File: config.mk
export PLATFORM = sky130hd
export DESIGN_NAME = cbu_branch
export DESIGN_NICKNAME = d
export VERILOG_FILES = /design/src/rtl/cbu_pkg.sv /design/src/rtl/cbu_ones_add.sv /design/src/rtl/cbu_branch.sv
export SDC_FILE = /design/constraint.sdc
export NUM_CORES = 1
export LEC_CHECK = 0
export ABC_AREA = 1
export BUFFER_PORTS_ARGS = -buffer_cell sky130_fd_sc_hd__buf_2
export CELL_PAD_IN_SITES_DETAIL_PLACEMENT = 0
export CELL_PAD_IN_SITES_GLOBAL_PLACEMENT = 1
export CORE_UTILIZATION = 38
export DETAILED_ROUTE_END_ITERATION = 12
export PLACE_DENSITY = 0.95
export REMOVE_ABC_BUFFERS = 1
export SYNTH_ARGS = -nofsm -noshare
export SYNTH_HDL_FRONTEND = slang
export SYNTH_SLANG_ARGS = --single-unit
File: constraint.sdc
create_clock -name ref_clk -period 4.24 [get_ports ref_clk]
set_input_delay 0.848 -clock ref_clk [delete_from_list [all_inputs] [get_ports ref_clk]]
set_output_delay 0.848 -clock ref_clk [all_outputs]
set_load 0.01 [all_outputs]
File: src/rtl/cbu_pkg.sv
// Constants for the branch unit: opcodes, field widths and test patterns.
// Assumes an 18-bit address space and 60-bit operand words.
package cbu_pkg;
    localparam int ADDR_W  = 18;
    localparam int WORD_W  = 60;
    localparam int OP_W    = 6;
    localparam int SIGN_B  = 59;
    localparam int EXP_W   = 12;
    localparam int HALF_W  = 30;
    // Opcodes of the branch group.
    localparam logic [OP_W-1:0] OP_CALL_LINK = 6'h01;
    localparam logic [OP_W-1:0] OP_IDX_JUMP  = 6'h02;
    localparam logic [OP_W-1:0] OP_WORD_TEST = 6'h03;
    localparam logic [OP_W-1:0] OP_SAME      = 6'h04;
    localparam logic [OP_W-1:0] OP_DIFFER    = 6'h05;
    localparam logic [OP_W-1:0] OP_AT_LEAST  = 6'h06;
    localparam logic [OP_W-1:0] OP_BELOW     = 6'h07;
    // Condition digit of the operand word tests.
    localparam logic [2:0] TST_NULL     = 3'h0;
    localparam logic [2:0] TST_NONNULL  = 3'h1;
    localparam logic [2:0] TST_CLEAR    = 3'h2;
    localparam logic [2:0] TST_SET      = 3'h3;
    localparam logic [2:0] TST_IN_SPAN  = 3'h4;
    localparam logic [2:0] TST_BEYOND   = 3'h5;
    localparam logic [2:0] TST_DEFINED  = 3'h6;
    localparam logic [2:0] TST_UNDEF    = 3'h7;
    // Upper 12-bit patterns: infinities and indefinites.
    localparam logic [EXP_W-1:0] PAT_PLUS_INF  = 12'h7ff;
    localparam logic [EXP_W-1:0] PAT_MINUS_INF = 12'h800;
    localparam logic [EXP_W-1:0] PAT_PLUS_IND  = 12'h3ff;
    localparam logic [EXP_W-1:0] PAT_MINUS_IND = 12'hc00;
    // Unconditional jump planted by the call-link jump: opcode 04 in the
    // six opcode bits, both register digits zero.
    localparam logic [11:0] PLANT_JUMP_OP = 12'h100;
    localparam logic [ADDR_W-1:0] ADDR_ONE = 18'h00001;
endpackage

File: src/rtl/cbu_ones_add.sv
// Ones'-complement adder of 18-bit words with end-around carry.
// Assumes purely combinational use inside the branch unit.
`timescale 1ns/1ps
`default_nettype none
module cbu_ones_add
    import cbu_pkg::*;
(
    input  wire logic [ADDR_W-1:0] a,
    input  wire logic [ADDR_W-1:0] b,
    output logic      [ADDR_W-1:0] sum
);
    logic [ADDR_W:0] raw;
    always_comb begin
        raw = {1'b0, a} + {1'b0, b};
        sum = raw[ADDR_W-1:0] + {{(ADDR_W-1){1'b0}}, raw[ADDR_W]};
    end
endmodule
`default_nettype wire

File: src/rtl/cbu_branch.sv
// Branch unit: evaluates jump instructions, gives the next address and
// invalidates the instruction stack. Issue logic presents one instruction
// per issue_vld pulse; register files supply operands on the same cycle.
//
// Contract
// - Call-link plants a jump to P+1 in word K's upper half, goes to K+1.
// - Call-link and indexed jumps fetch from memory and void the stack.
// - Indexed jump adds index i to K in ones' complement; i of 0 gives K.
// - Null tests count all zeros and all ones over 60 bits as zero.
// - Sign tests look only at bit 59, zero positive and one negative.
// - Span tests call upper patterns 3777 and 4000 octal out of range.
// - Definite tests call upper patterns 1777 and 6000 octal indefinite.
// - Opcodes 04 to 07 jump to K on equal, unequal, at least and below.
// - Plus zero is unequal to and above minus zero; plus beats minus.
// - At least and below test signs first, subtract only on like signs.
`timescale 1ns/1ps
`default_nettype none
module cbu_branch
    import cbu_pkg::*;
(
    input  wire logic              ref_clk,
    input  wire logic              sys_rst,
    input  wire logic              clk_en,
    input  wire logic              issue_vld,
    input  wire logic [OP_W-1:0]   issue_op,
    input  wire logic [2:0]        issue_i,
    input  wire logic [ADDR_W-1:0] target_field,
    input  wire logic [ADDR_W-1:0] cur_p,
    input  wire logic [ADDR_W-1:0] index_reg_first,
    input  wire logic [ADDR_W-1:0] index_reg_second,
    input  wire logic [WORD_W-1:0] operand_reg_tested,
    output logic                   next_vld,
    output logic      [ADDR_W-1:0] next_addr,
    output logic                   from_memory,
    output logic                   stack_void,
    output logic                   plant_we,
    output logic      [ADDR_W-1:0] plant_addr,
    output logic      [HALF_W-1:0] plant_data
);
    logic              next_vld_r, next_vld_nxt;
    logic [ADDR_W-1:0] next_addr_r, next_addr_nxt;
    logic              from_mem_r, from_mem_nxt;
    logic              void_r, void_nxt;
    logic              plant_we_r, plant_we_nxt;
    logic [ADDR_W-1:0] plant_addr_r, plant_addr_nxt;
    logic [HALF_W-1:0] plant_data_r, plant_data_nxt;
    logic [ADDR_W-1:0] idx_sum;
    logic [ADDR_W-1:0] diff;
    logic              cond;
    logic              is_branch_op;

    function automatic logic upper_is(input logic [WORD_W-1:0] w,
                                      input logic [EXP_W-1:0] p1,
                                      input logic [EXP_W-1:0] p2);
        logic [EXP_W-1:0] up;
        up = w[WORD_W-1 -: EXP_W];
        return (up == p1) || (up == p2);
    endfunction

    // Index plus K; the zero index register makes the sum K itself.
    cbu_ones_add u_add (
        .a   (index_reg_first),
        .b   (target_field),
        .sum (idx_sum)
    );

    always_comb begin
        logic zero_w;
        logic sa;
        logic sb;
        logic ge;
        ge = 1'b0;
        zero_w = (operand_reg_tested == '0) || (&operand_reg_tested);
        sa = index_reg_first[ADDR_W-1];
        sb = index_reg_second[ADDR_W-1];
        // Same-sign subtraction as done in the increment unit.
        diff = index_reg_first - index_reg_second;
        if (sa != sb) begin
            ge = !sa;
        end else begin
            ge = !diff[ADDR_W-1];
        end
        cond = 1'b0;
        is_branch_op = 1'b1;
        case (issue_op)
            OP_WORD_TEST: begin
                case (issue_i)
                    TST_NULL:    cond = zero_w;
                    TST_NONNULL: cond = !zero_w;
                    TST_CLEAR:   cond = !operand_reg_tested[SIGN_B];
                    TST_SET:     cond = operand_reg_tested[SIGN_B];
                    TST_IN_SPAN: cond = !upper_is(operand_reg_tested,
                        PAT_PLUS_INF, PAT_MINUS_INF);
                    TST_BEYOND:  cond = upper_is(operand_reg_tested,
                        PAT_PLUS_INF, PAT_MINUS_INF);
                    TST_DEFINED: cond = !upper_is(operand_reg_tested,
                        PAT_PLUS_IND, PAT_MINUS_IND);
                    default:     cond = upper_is(operand_reg_tested,
                        PAT_PLUS_IND, PAT_MINUS_IND);
                endcase
            end
            // Bitwise equality keeps the two zeros apart.
            OP_SAME:     cond = index_reg_first == index_reg_second;
            OP_DIFFER:   cond = index_reg_first != index_reg_second;
            OP_AT_LEAST: cond = ge;
            OP_BELOW:    cond = !ge;
            OP_CALL_LINK, OP_IDX_JUMP: cond = 1'b1;
            default:     is_branch_op = 1'b0;
        endcase
    end

    always_comb begin
        next_vld_nxt   = 1'b0;
        next_addr_nxt  = next_addr_r;
        from_mem_nxt   = 1'b0;
        void_nxt       = 1'b0;
        plant_we_nxt   = 1'b0;
        plant_addr_nxt = plant_addr_r;
        plant_data_nxt = plant_data_r;
        if (issue_vld && is_branch_op) begin
            next_vld_nxt = 1'b1;
            if (issue_op == OP_CALL_LINK) begin
                plant_we_nxt   = 1'b1;
                plant_addr_nxt = target_field;
                plant_data_nxt = {PLANT_JUMP_OP, cur_p + ADDR_ONE};
                next_addr_nxt  = target_field + ADDR_ONE;
                from_mem_nxt   = 1'b1;
                void_nxt       = 1'b1;
            end else if (issue_op == OP_IDX_JUMP) begin
                next_addr_nxt = idx_sum;
                from_mem_nxt  = 1'b1;
                void_nxt      = 1'b1;
            end else if (cond) begin
                next_addr_nxt = target_field;
            end else begin
                next_addr_nxt = cur_p + ADDR_ONE;
            end
        end
    end

    always_ff @(posedge ref_clk or posedge sys_rst) begin
        if (sys_rst) begin
            next_vld_r   <= 1'b0;
            next_addr_r  <= '0;
            from_mem_r   <= 1'b0;
            void_r       <= 1'b0;
            plant_we_r   <= 1'b0;
            plant_addr_r <= '0;
            plant_data_r <= '0;
        end else if (clk_en) begin
            next_vld_r   <= next_vld_nxt;
            next_addr_r  <= next_addr_nxt;
            from_mem_r   <= from_mem_nxt;
            void_r       <= void_nxt;
            plant_we_r   <= plant_we_nxt;
            plant_addr_r <= plant_addr_nxt;
            plant_data_r <= plant_data_nxt;
        end
    end

    assign next_vld    = next_vld_r;
    assign next_addr   = next_addr_r;
    assign from_memory = from_mem_r;
    assign stack_void  = void_r;
    assign plant_we    = plant_we_r;
    assign plant_addr  = plant_addr_r;
    assign plant_data  = plant_data_r;

    call_plant_a: assert property (@(posedge ref_clk)
        disable iff (sys_rst)
        clk_en && issue_vld && issue_op == OP_CALL_LINK |=> plant_we &&
        plant_addr == $past(target_field) &&
        next_addr == $past(target_field) + ADDR_ONE &&
        plant_data[ADDR_W-1:0] == $past(cur_p) + ADDR_ONE)
        else $error("call link plant wrong");
    stack_void_a: assert property (@(posedge ref_clk)
        disable iff (sys_rst)
        stack_void |-> from_memory && next_vld)
        else $error("stack voided without memory fetch");
    idx_jump_a: assert property (@(posedge ref_clk)
        disable iff (sys_rst)
        clk_en && issue_vld && issue_op == OP_IDX_JUMP &&
        index_reg_first == '0
        |=> next_addr == $past(target_field) && stack_void)
        else $error("indexed jump with zero index wrong");
    null_test_a: assert property (@(posedge ref_clk)
        disable iff (sys_rst)
        clk_en && issue_vld && issue_op == OP_WORD_TEST &&
        issue_i == TST_NULL && &operand_reg_tested
        |=> next_addr == $past(target_field))
        else $error("all ones not taken as zero");
    sign_test_a: assert property (@(posedge ref_clk)
        disable iff (sys_rst)
        clk_en && issue_vld && issue_op == OP_WORD_TEST &&
        issue_i == TST_SET && !operand_reg_tested[SIGN_B]
        |=> next_addr == $past(cur_p) + ADDR_ONE)
        else $error("sign set taken on positive word");
    span_test_a: assert property (@(posedge ref_clk)
        disable iff (sys_rst)
        clk_en && issue_vld && issue_op == OP_WORD_TEST &&
        issue_i == TST_BEYOND &&
        operand_reg_tested[WORD_W-1 -: EXP_W] == PAT_MINUS_INF
        |=> next_addr == $past(target_field))
        else $error("minus infinity not out of range");
    undef_test_a: assert property (@(posedge ref_clk)
        disable iff (sys_rst)
        clk_en && issue_vld && issue_op == OP_WORD_TEST &&
        issue_i == TST_UNDEF &&
        operand_reg_tested[WORD_W-1 -: EXP_W] == PAT_MINUS_IND
        |=> next_addr == $past(target_field))
        else $error("minus indefinite not detected");
    zero_order_a: assert property (@(posedge ref_clk)
        disable iff (sys_rst)
        clk_en && issue_vld && issue_op == OP_AT_LEAST &&
        index_reg_first == '0 && index_reg_second == '1
        |=> next_addr == $past(target_field))
        else $error("positive zero not above negative zero");
    sign_first_a: assert property (@(posedge ref_clk)
        disable iff (sys_rst)
        clk_en && issue_vld && issue_op == OP_BELOW &&
        index_reg_first[ADDR_W-1] && !index_reg_second[ADDR_W-1]
        |=> next_addr == $past(target_field))
        else $error("negative not below positive");
    fail_seq_a: assert property (@(posedge ref_clk)
        disable iff (sys_rst)
        clk_en && issue_vld && issue_op == OP_DIFFER &&
        index_reg_first == index_reg_second
        |=> !stack_void && next_addr == $past(cur_p) + ADDR_ONE)
        else $error("failed test voided stack or skipped");
    same_taken_a: assert property (@(posedge ref_clk)
        disable iff (sys_rst)
        clk_en && issue_vld && issue_op == OP_SAME &&
        index_reg_first == index_reg_second
        |=> next_vld && next_addr == $past(target_field))
        else $error("equal compare not taken");
    differ_zero_a: assert property (@(posedge ref_clk)
        disable iff (sys_rst)
        clk_en && issue_vld && issue_op == OP_DIFFER &&
        index_reg_first == '0 && index_reg_second == '1
        |=> next_addr == $past(target_field))
        else $error("plus zero equal to minus zero");
    plus_above_a: assert property (@(posedge ref_clk)
        disable iff (sys_rst)
        clk_en && issue_vld && issue_op == OP_BELOW &&
        !index_reg_first[ADDR_W-1] && index_reg_second[ADDR_W-1]
        |=> next_addr == $past(cur_p) + ADDR_ONE)
        else $error("positive taken as below negative");
    like_sign_a: assert property (@(posedge ref_clk)
        disable iff (sys_rst)
        clk_en && issue_vld && issue_op == OP_AT_LEAST &&
        index_reg_first[ADDR_W-1] == index_reg_second[ADDR_W-1] &&
        $signed(index_reg_first) < $signed(index_reg_second)
        |=> next_addr == $past(cur_p) + ADDR_ONE)
        else $error("smaller like-signed value taken as at least");
    below_taken_a: assert property (@(posedge ref_clk)
        disable iff (sys_rst)
        clk_en && issue_vld && issue_op == OP_BELOW &&
        index_reg_first[ADDR_W-1] == index_reg_second[ADDR_W-1] &&
        $signed(index_reg_first) < $signed(index_reg_second)
        |=> next_vld && next_addr == $past(target_field))
        else $error("below compare not taken");
    nonnull_test_a: assert property (@(posedge ref_clk)
        disable iff (sys_rst)
        clk_en && issue_vld && issue_op == OP_WORD_TEST &&
        issue_i == TST_NONNULL && operand_reg_tested == '0
        |=> next_addr == $past(cur_p) + ADDR_ONE)
        else $error("zero word taken as nonnull");
    clear_test_a: assert property (@(posedge ref_clk)
        disable iff (sys_rst)
        clk_en && issue_vld && issue_op == OP_WORD_TEST &&
        issue_i == TST_CLEAR && !operand_reg_tested[SIGN_B]
        |=> next_addr == $past(target_field))
        else $error("sign clear not taken on positive word");
    in_span_a: assert property (@(posedge ref_clk)
        disable iff (sys_rst)
        clk_en && issue_vld && issue_op == OP_WORD_TEST &&
        issue_i == TST_IN_SPAN &&
        operand_reg_tested[WORD_W-1 -: EXP_W] == PAT_PLUS_INF
        |=> next_addr == $past(cur_p) + ADDR_ONE)
        else $error("plus infinity taken as in range");
    defined_test_a: assert property (@(posedge ref_clk)
        disable iff (sys_rst)
        clk_en && issue_vld && issue_op == OP_WORD_TEST &&
        issue_i == TST_DEFINED &&
        operand_reg_tested[WORD_W-1 -: EXP_W] == PAT_PLUS_IND
        |=> next_addr == $past(cur_p) + ADDR_ONE)
        else $error("plus indefinite taken as definite");
    idx_void_a: assert property (@(posedge ref_clk)
        disable iff (sys_rst)
        clk_en && issue_vld && issue_op == OP_IDX_JUMP
        |=> stack_void && from_memory && next_vld)
        else $error("indexed jump kept the stack");
    call_void_a: assert property (@(posedge ref_clk)
        disable iff (sys_rst)
        clk_en && issue_vld && issue_op == OP_CALL_LINK
        |=> stack_void && from_memory && next_vld)
        else $error("call link kept the stack");
    neg_zero_a: assert property (@(posedge ref_clk)
        disable iff (sys_rst)
        clk_en && issue_vld && issue_op == OP_IDX_JUMP &&
        index_reg_first == '1 && target_field != '0
        |=> next_addr == $past(target_field))
        else $error("minus zero index moved the target");
    cond_keep_a: assert property (@(posedge ref_clk)
        disable iff (sys_rst)
        clk_en && issue_vld && issue_op >= OP_WORD_TEST &&
        issue_op <= OP_BELOW
        |=> !stack_void && !from_memory && !plant_we)
        else $error("conditional jump voided stack or planted");
endmodule
`default_nettype wire

==> results of run 1 <==
[flip-flops by register name (all words and copies together), names as in the netlist]
register	flops
next_addr	18
next_vld	1
plant_addr	18
plant_data	19
plant_we	1
stack_void	1
[where the power goes]
part	switching, uW	internal (uW)
sequential	48.4	635
combinational	470	284
clock	259	561
[synthesized netlist by cell type (7+ instances only)]
| master | n | share of area |
|---|---|---|
| nand2_1 | 247 | 0.15 |
| inv_1 | 128 | 0.077 |
| nor2_1 | 103 | 0.062 |
| nand3_1 | 72 | 0.058 |
| o21ai_0 | 63 | 0.050 |
| dfrtp_1 | 58 | 0.23 |
| a21oi_1 | 47 | 0.038 |
| ha_1 | 39 | 0.078 |
| nand4_1 | 32 | 0.032 |
| xor2_1 | 23 | 0.032 |
| nand2_2 | 18 | 0.018 |
| buf_4 | 14 | 0.017 |
| inv_2 | 13 | 0.0078 |
| nor3_1 | 13 | 0.010 |
| nor2_2 | 12 | 0.012 |
| clkbuf_1 | 9 | 0.0054 |
| nand3_2 | 8 | 0.013 |
| nor2_4 | 7 | 0.013 |
[kinds of logic (layout without fill, tap and decap cells)]
group | after synthesis | in the layout
fa+ha+maj | 41 | 41
other cells | 1 | 12
flops | 58 | 58
compound gates | 133 | 133
xor+xnor | 30 | 30
simple gates | 538 | 538
buf+inv | 175 | 369
[cell usage in the layout, fill, tap and decap left out, types with 6 or more instances in the layout]
cell       instances
conb_1            11
nand2_1          247
xnor2_1            6
dfrtp_1           58
nor2_1           103
nor2_4             7
nand2_2           18
nand4_1           32
nand3_1           72
xor2_1            23
nor3_1            13
nand3b_1           6
clkbuf_16          9
ha_1              39
inv_2             14
o21ai_1            6
nand3_2            8
inv_1            127
nor2_2            12
o21ai_0           63
a21oi_1           47
buf_4              6
buf_2            203
[through the flow]
step	util	setup WS [ns]	total power, uW
after floorplan	-	0.736	1140
after global placement	0.465	0.0528	1430
after detailed placement	0.465	0.0465	1440
after CTS	0.487	0.366	2260
after global routing	0.487	0.121	2400
final	0.487	0.368	2260
[cell type report]
cell class                 count  area share
antenna                        1    0.000322
clock buffer                  12      0.0343
clock inverter                 4     0.00935
inverter                     144      0.0701
multi-input combinational    753       0.527
sequential                    58       0.187
tap                          216      0.0348
timing repair buffer         209       0.137
[per-layer routing]
metal	up-vias	wire length (um)	part of all wire	GRT usage
met3	33	1110	0.056	0.0303
met2	235	8980	0.46	0.399
met5	-	0	0	0
met4	0	470	0.024	0.0759
met1	3156	9040	0.46	0.313
li1	3541	-	-	-
[critical path: stages]
cell     delay (ns)
buf_2          0.13
ha_1           0.28
inv_1          0.05
o31ai_1        0.23
a21oi_1        0.11
nor2_1         0.10
o21ai_0        0.09
a21oi_1        0.17
o21ai_0        0.14
o211a_1        0.16
fa_1           0.42
nand2_1        0.10
a21oi_1        0.06
o21ai_0        0.08
a21oi_1        0.08
nor2_2         0.19
nand2_2        0.17
inv_2          0.24
nand2_1        0.13
nand3_1        0.10
nand3_1        0.08
nand2_1        0.07
nand2_1        0.04
[worst max path at each step]
stage | startpoint | to | slack [ns] | depth (start not counted)
floorplan | index_reg_second[1] | next_addr[15]$_DFFE_PP0P_ | 0.74 | 23
global placement | index_reg_first[1] | next_addr[15]$_DFFE_PP0P_ | 0.05 | 23
detailed placement | index_reg_first[1] | next_addr[15]$_DFFE_PP0P_ | 0.05 | 23
CTS | index_reg_first[1] | next_addr[3]$_DFFE_PP0P_ | 0.37 | 22
global route | index_reg_first[2] | next_addr[7]$_DFFE_PP0P_ | 0.12 | 22
finish | index_reg_first[1] | next_addr[15]$_DFFE_PP0P_ | 0.37 | 23
==> flow_metrics.tcl, run 1 <==
set metrics [dict create \
    cts_setup_buffers 0 \
    final_nets 1361 \
    start_util 0.392 \
    cts-resized-gates 0 \
    r2r_end "next_addr[16]$_DFFE_PP0P_" \
    final_area_sq_mm 0.00776 \
    die_w_um 130 \
    grt.overflow.total 0 \
    core_sq_mm 0.0159 \
    antenna_found_initial 0 \
    fmax_ghz 0.258 \
    synth_top_family_by_area "simple AND/OR/NAND/NOR gates" \
    post-route-min-period_ns 3.87 \
    multi_input_area_sq_mm 0.00409 \
    layout-drive-gt1-share 0.260 \
    ant_nets 0 \
    syn_area_per_cell_sq_um 6.40 \
    drv_slew 0 \
    gp_congestion 0.900 \
    vias 6965 \
    status "finished clean" \
    hp-class "flop to flop" \
    ys_types 51 \
    synthAdderAreaFrac 0.0845 \
    postPlaceCellArea_sq_mm 0.00742 \
    fin_cells 1397 \
    hold_path_depth 2 \
    worstPathMaxFanout 12 \
    synth-simple-area-share 0.403 \
    numPortBuffers 203 \
    r2r_slack_ns 3.35 \
    totalWireLength_mm 19.6 \
    finalHoldViolCount 0 \
    min_from "plant_data[3]$_DFFE_PP0P_" \
    worstSetupPathType "input port to flop" \
    wl_per_cell_um 14.0 \
    rr_worst_depth 3 \
    cts_hold_buf 0 \
    tns_ns 0 \
    ir_worst_vdd_mv 0.276 \
    cts.path.max_buffers 2 \
    rsz0062_at_grt "false" \
    fin_skew_ns 0 \
    synth-warning-count 0 \
    startpoint_type "input port" \
    rr_startpoint "next_addr[16]$_DFFE_PP0P_" \
    nFillCells 1677 \
    power.density_mw_per_mm2 291 \
    drc_errors 0 \
    cts_made_buffers 9 \
    root_buffer "clkbuf_16" \
    period_share 0.913 \
    grt_use_total 0.237 \
    grt_pass1_wl_mm 31.5 \
    dieArea_sq_mm 0.0170 \
    max_slew_margin 0.399 \
    arrival_ns 4.10 \
    setup_violations 0 \
    drt_iter0_drc 465 \
    h-tree-depth 3 \
    synth-edff-count 0 \
    viasPerCell 4.99 \
    synth_compound_area_frac 0.116 \
    clock_latency_ns 0.33 \
    register_area_sq_mm 0.00145 \
    die_h_um 130 \
    clk_pin_slew_ns 0.05 \
    cts_num_sinks 58 \
    synth_seq_cells 58 \
    synthCells 976 \
    end_kind "flop" \
    rows 46 \
    synth.area.mux_share 0 \
    grt_pass1_vias 6469 \
    cp.required_ns 4.46 \
    ys_seq_area_frac 0.232 \
    holdWs_ns 0.468 \
    maxCapViolCount 0 \
    hold_path_end "plant_data[3]$_DFFE_PP0P_" \
    dp_hpwl_mm 16.1 \
    drt_first_pass_iters 5 \
    async_reset_ff_frac 1.00 \
    syn_to_final_growth_pct 24.3 \
    synth_ff_type "dfrtp_1" \
    p_leak_uw 0.00429 \
    syn-cell-area_sq_mm 0.00625 \
    ios 215 \
    tightest_slew_ns 0.900 \
    cts_tree "done" \
    synth_xor_area_frac 0.0451 \
    grt_max_degree 66 \
    place_inst 1380 \
]
(Power assumes the default switching activity.)
==> run 2, diff against run 1 <==
--- a/config.mk
+++ b/config.mk
@@ -9,10 +9,12 @@
 export BUFFER_PORTS_ARGS = -buffer_cell sky130_fd_sc_hd__buf_2
 export CELL_PAD_IN_SITES_DETAIL_PLACEMENT = 0
 export CELL_PAD_IN_SITES_GLOBAL_PLACEMENT = 1
+export CORE_MARGIN = 4
 export CORE_UTILIZATION = 38
 export DETAILED_ROUTE_END_ITERATION = 12
 export PLACE_DENSITY = 0.95
 export REMOVE_ABC_BUFFERS = 1
 export SYNTH_ARGS = -nofsm -noshare
 export SYNTH_HDL_FRONTEND = slang
+export SYNTH_HIERARCHICAL = 1
 export SYNTH_SLANG_ARGS = --single-unit
==> flow_metrics.tcl, run 2 <==
set metrics [dict create \
    ir_worst_vdd_mv 0.173 \
    die_h_um 137 \
    synth.area.mux_share 0 \
    synth_compound_area_frac 0.106 \
    period_share 0.889 \
    wl_per_cell_um 13.7 \
    pwr-share-comb 0.341 \
    dieArea_sq_mm 0.0188 \
    worstSetupPathType "input port to flop" \
    crit_top_cell "nand2_1" \
    synth_area_leaders "dfrtp_1 23%, nand2_1 18%, inv_1 8.8%" \
    h-tree-depth 3 \
    finalHoldViolCount 0 \
    synth-simple-area-share 0.419 \
    synth_common_cells "298 x nand2_1, 148 x inv_1, 127 x nor2_1" \
    die_w_um 137 \
    grt.overflow.total 0 \
    syn_to_final_growth_pct 24.2 \
    numPortBuffers 203 \
    async_reset_ff_frac 1.00 \
    ys_seq_area_frac 0.229 \
    layout-drive-gt1-share 0.221 \
    rsz0062_at_grt "false" \
    ant_nets 0 \
    clkPwrFrac 0.357 \
    antenna_found_initial 2 \
    startpoint_type "input port" \
    tightest_slew_ns 1.01 \
    syn_area_per_cell_sq_um 6.15 \
    gp_congestion 0.956 \
    dp_slack_ns 0.154 \
    rows 46 \
    synth-edff-count 0 \
    final_common_cell "nand2_1" \
    hold_path_depth 2 \
    synthCells 1031 \
    holdWs_ns 0.472 \
    drt_first_pass_iters 5 \
    p_int_uw 1510 \
    largest_reg_flops 19 \
    yosysTopAreaCell "dfrtp_1" \
    synth_seq_cells 58 \
    cts_tree "done" \
    grt_pass1_vias 6495 \
    yosysMostFrequentCell "nand2_1" \
    post-route-min-period_ns 3.77 \
    synth_ff_type "dfrtp_1" \
    synth-warning-count 6 \
    synth_xor_area_frac 0.0426 \
    crit_path_max_incr_delay_ns 0.28 \
    rr_worst_depth 1 \
    vias 7092 \
    synth_top_family_by_area "simple AND/OR/NAND/NOR gates" \
    ys_types 44 \
    fmax_ghz 0.265 \
    status "finished clean" \
    ios 215 \
    p_seq_frac 0.302 \
    hp-class "flop to flop" \
    fin_cells 1452 \
    p_sw_uw 768 \
    synth_top_area_frac 0.229 \
    grt_max_degree 74 \
    fin_skew_ns 0 \
    r2r_slack_ns 3.46 \
    swShare 0.338 \
    core_sq_mm 0.0161 \
    end_kind "flop" \
    tns_ns 0 \
    nFillCells 1708 \
    max_slew_margin 0.327 \
    synthAdderAreaFrac 0.0853 \
    grt_use_total 0.209 \
    drc_errors 0 \
    drv_slew 0 \
    final_nets 1417 \
    setup_violations 0 \
    cts_num_sinks 58 \
    syn-cell-area_sq_mm 0.00634 \
    mostFrequentLayoutCells "298 x nand2_1, 203 x buf_2, 147 x inv_1, 127 x nor2_1, 87 x nand3_1" \
    root_buffer "clkbuf_16" \
    cts_made_buffers 9 \
    cts_setup_buffers 0 \
    cts.path.max_buffers 2 \
    totalWireLength_mm 20.0 \
    grt_pass1_wl_mm 31.4 \
    cts-resized-gates 0 \
    place_inst 1435 \
    worstPathMaxFanout 6 \
    p_leak_uw 0.00447 \
    maxCapViolCount 0 \
    power.density_mw_per_mm2 289 \
    arrival_ns 3.97 \
    clk_pin_slew_ns 0.05 \
    dp_hpwl_mm 17.0 \
    worst_slack_ns 0.469 \
    start_util 0.393 \
    cp.required_ns 4.44 \
    clock_latency_ns 0.32 \
    cts_hold_buf 0 \
    drt_iter0_drc 465 \
    viasPerCell 4.88 \
    crit_path_top_delay_cell "fa_1" \
]
==> run 2: cell types whose count changed after synthesis, sizes merged, moves of 7 or more <==
cell    change
nand2      +53
a21oi       -7
nand3       +8
inv        +12
o21ai      -25
a211oi      +8
nor2       +17
nand4      -15
==> run 2: critical path, delay by kind of cell <==
family	cells	cell delay (ns)
AND/OR/NAND/NOR	17	1.62
adder cells (fa/ha/maj)	3	0.74
AO/OA/AOI/OAI	4	0.64
buffers and inverters	1	0.13
==> run 2: cell type report <==
type | count | area, sq um | area share
multi-input cells | 799 | 4170 | 0.530
flip-flops and latches | 58 | 1450 | 0.184
repair buffers | 207 | 1060 | 0.134
inverters | 155 | 582 | 0.0739
well taps | 216 | 270 | 0.0343
clock buffers | 10 | 229 | 0.0291
clock inverters | 6 | 105 | 0.0134
diodes | 1 | 2.50 | 0.000318
==> run 2: path summary, 6_finish.rpt <==
path                                            startpoint                          to
min in group asynchronous                          sys_rst   plant_addr[0]$_DFFE_PP0P_
max in group asynchronous                          sys_rst   next_addr[14]$_DFFE_PP0P_
worst max-delay path                       target_field[0]   next_addr[15]$_DFFE_PP0P_
worst min register to register   plant_addr[1]$_DFFE_PP0P_   plant_addr[1]$_DFFE_PP0P_
worst max register to register  plant_data[26]$_DFFE_PP0P_  plant_data[26]$_DFFE_PP0P_
worst min-delay path             plant_addr[1]$_DFFE_PP0P_   plant_addr[1]$_DFFE_PP0P_
==> run 2: power by group through the flow <==
stage | registers (uW) | clock network (uW) | logic (uW)
after floorplan | 731 | 0 | 427
after global placement | 694 | 0 | 769
after detailed placement | 695 | 0 | 777
after CTS | 686 | 820 | 781
after global routing | 697 | 851 | 875
final | 687 | 811 | 776
==> run 2: routing by layer <==
layer / share of wire / wire [um] / vias up / global-route usage
met5: 0.0010 / 20 / - / 0
met4: 0.0081 / 161 / 2 / 0.0322
met3: 0.085 / 1690 / 18 / 0.0463
met2: 0.49 / 9710 / 245 / 0.375
met1: 0.42 / 8370 / 3150 / 0.261
li1: - / - / 3677 / -
==> run 2: metrics by stage <==
stage                util  power, uW  cell area, sq um
floorplan               -       1160              6210
global placement    0.468       1460              7540
detailed placement  0.468       1470              7540
CTS                 0.488       2290              7870
global route        0.489       2420              7870
finish              0.489       2270              7870
==> run 2: logic make-up after synthesis <==
| logic type | after synthesis |
|---|---|
| AOI/OAI and AO/OA | 117 |
| adders and majority gates | 42 |
| buffers and inverters | 184 |
| and+or+nand+nor | 599 |
| DFF | 58 |
| xor gates and xnor gates | 30 |
| other | 1 |
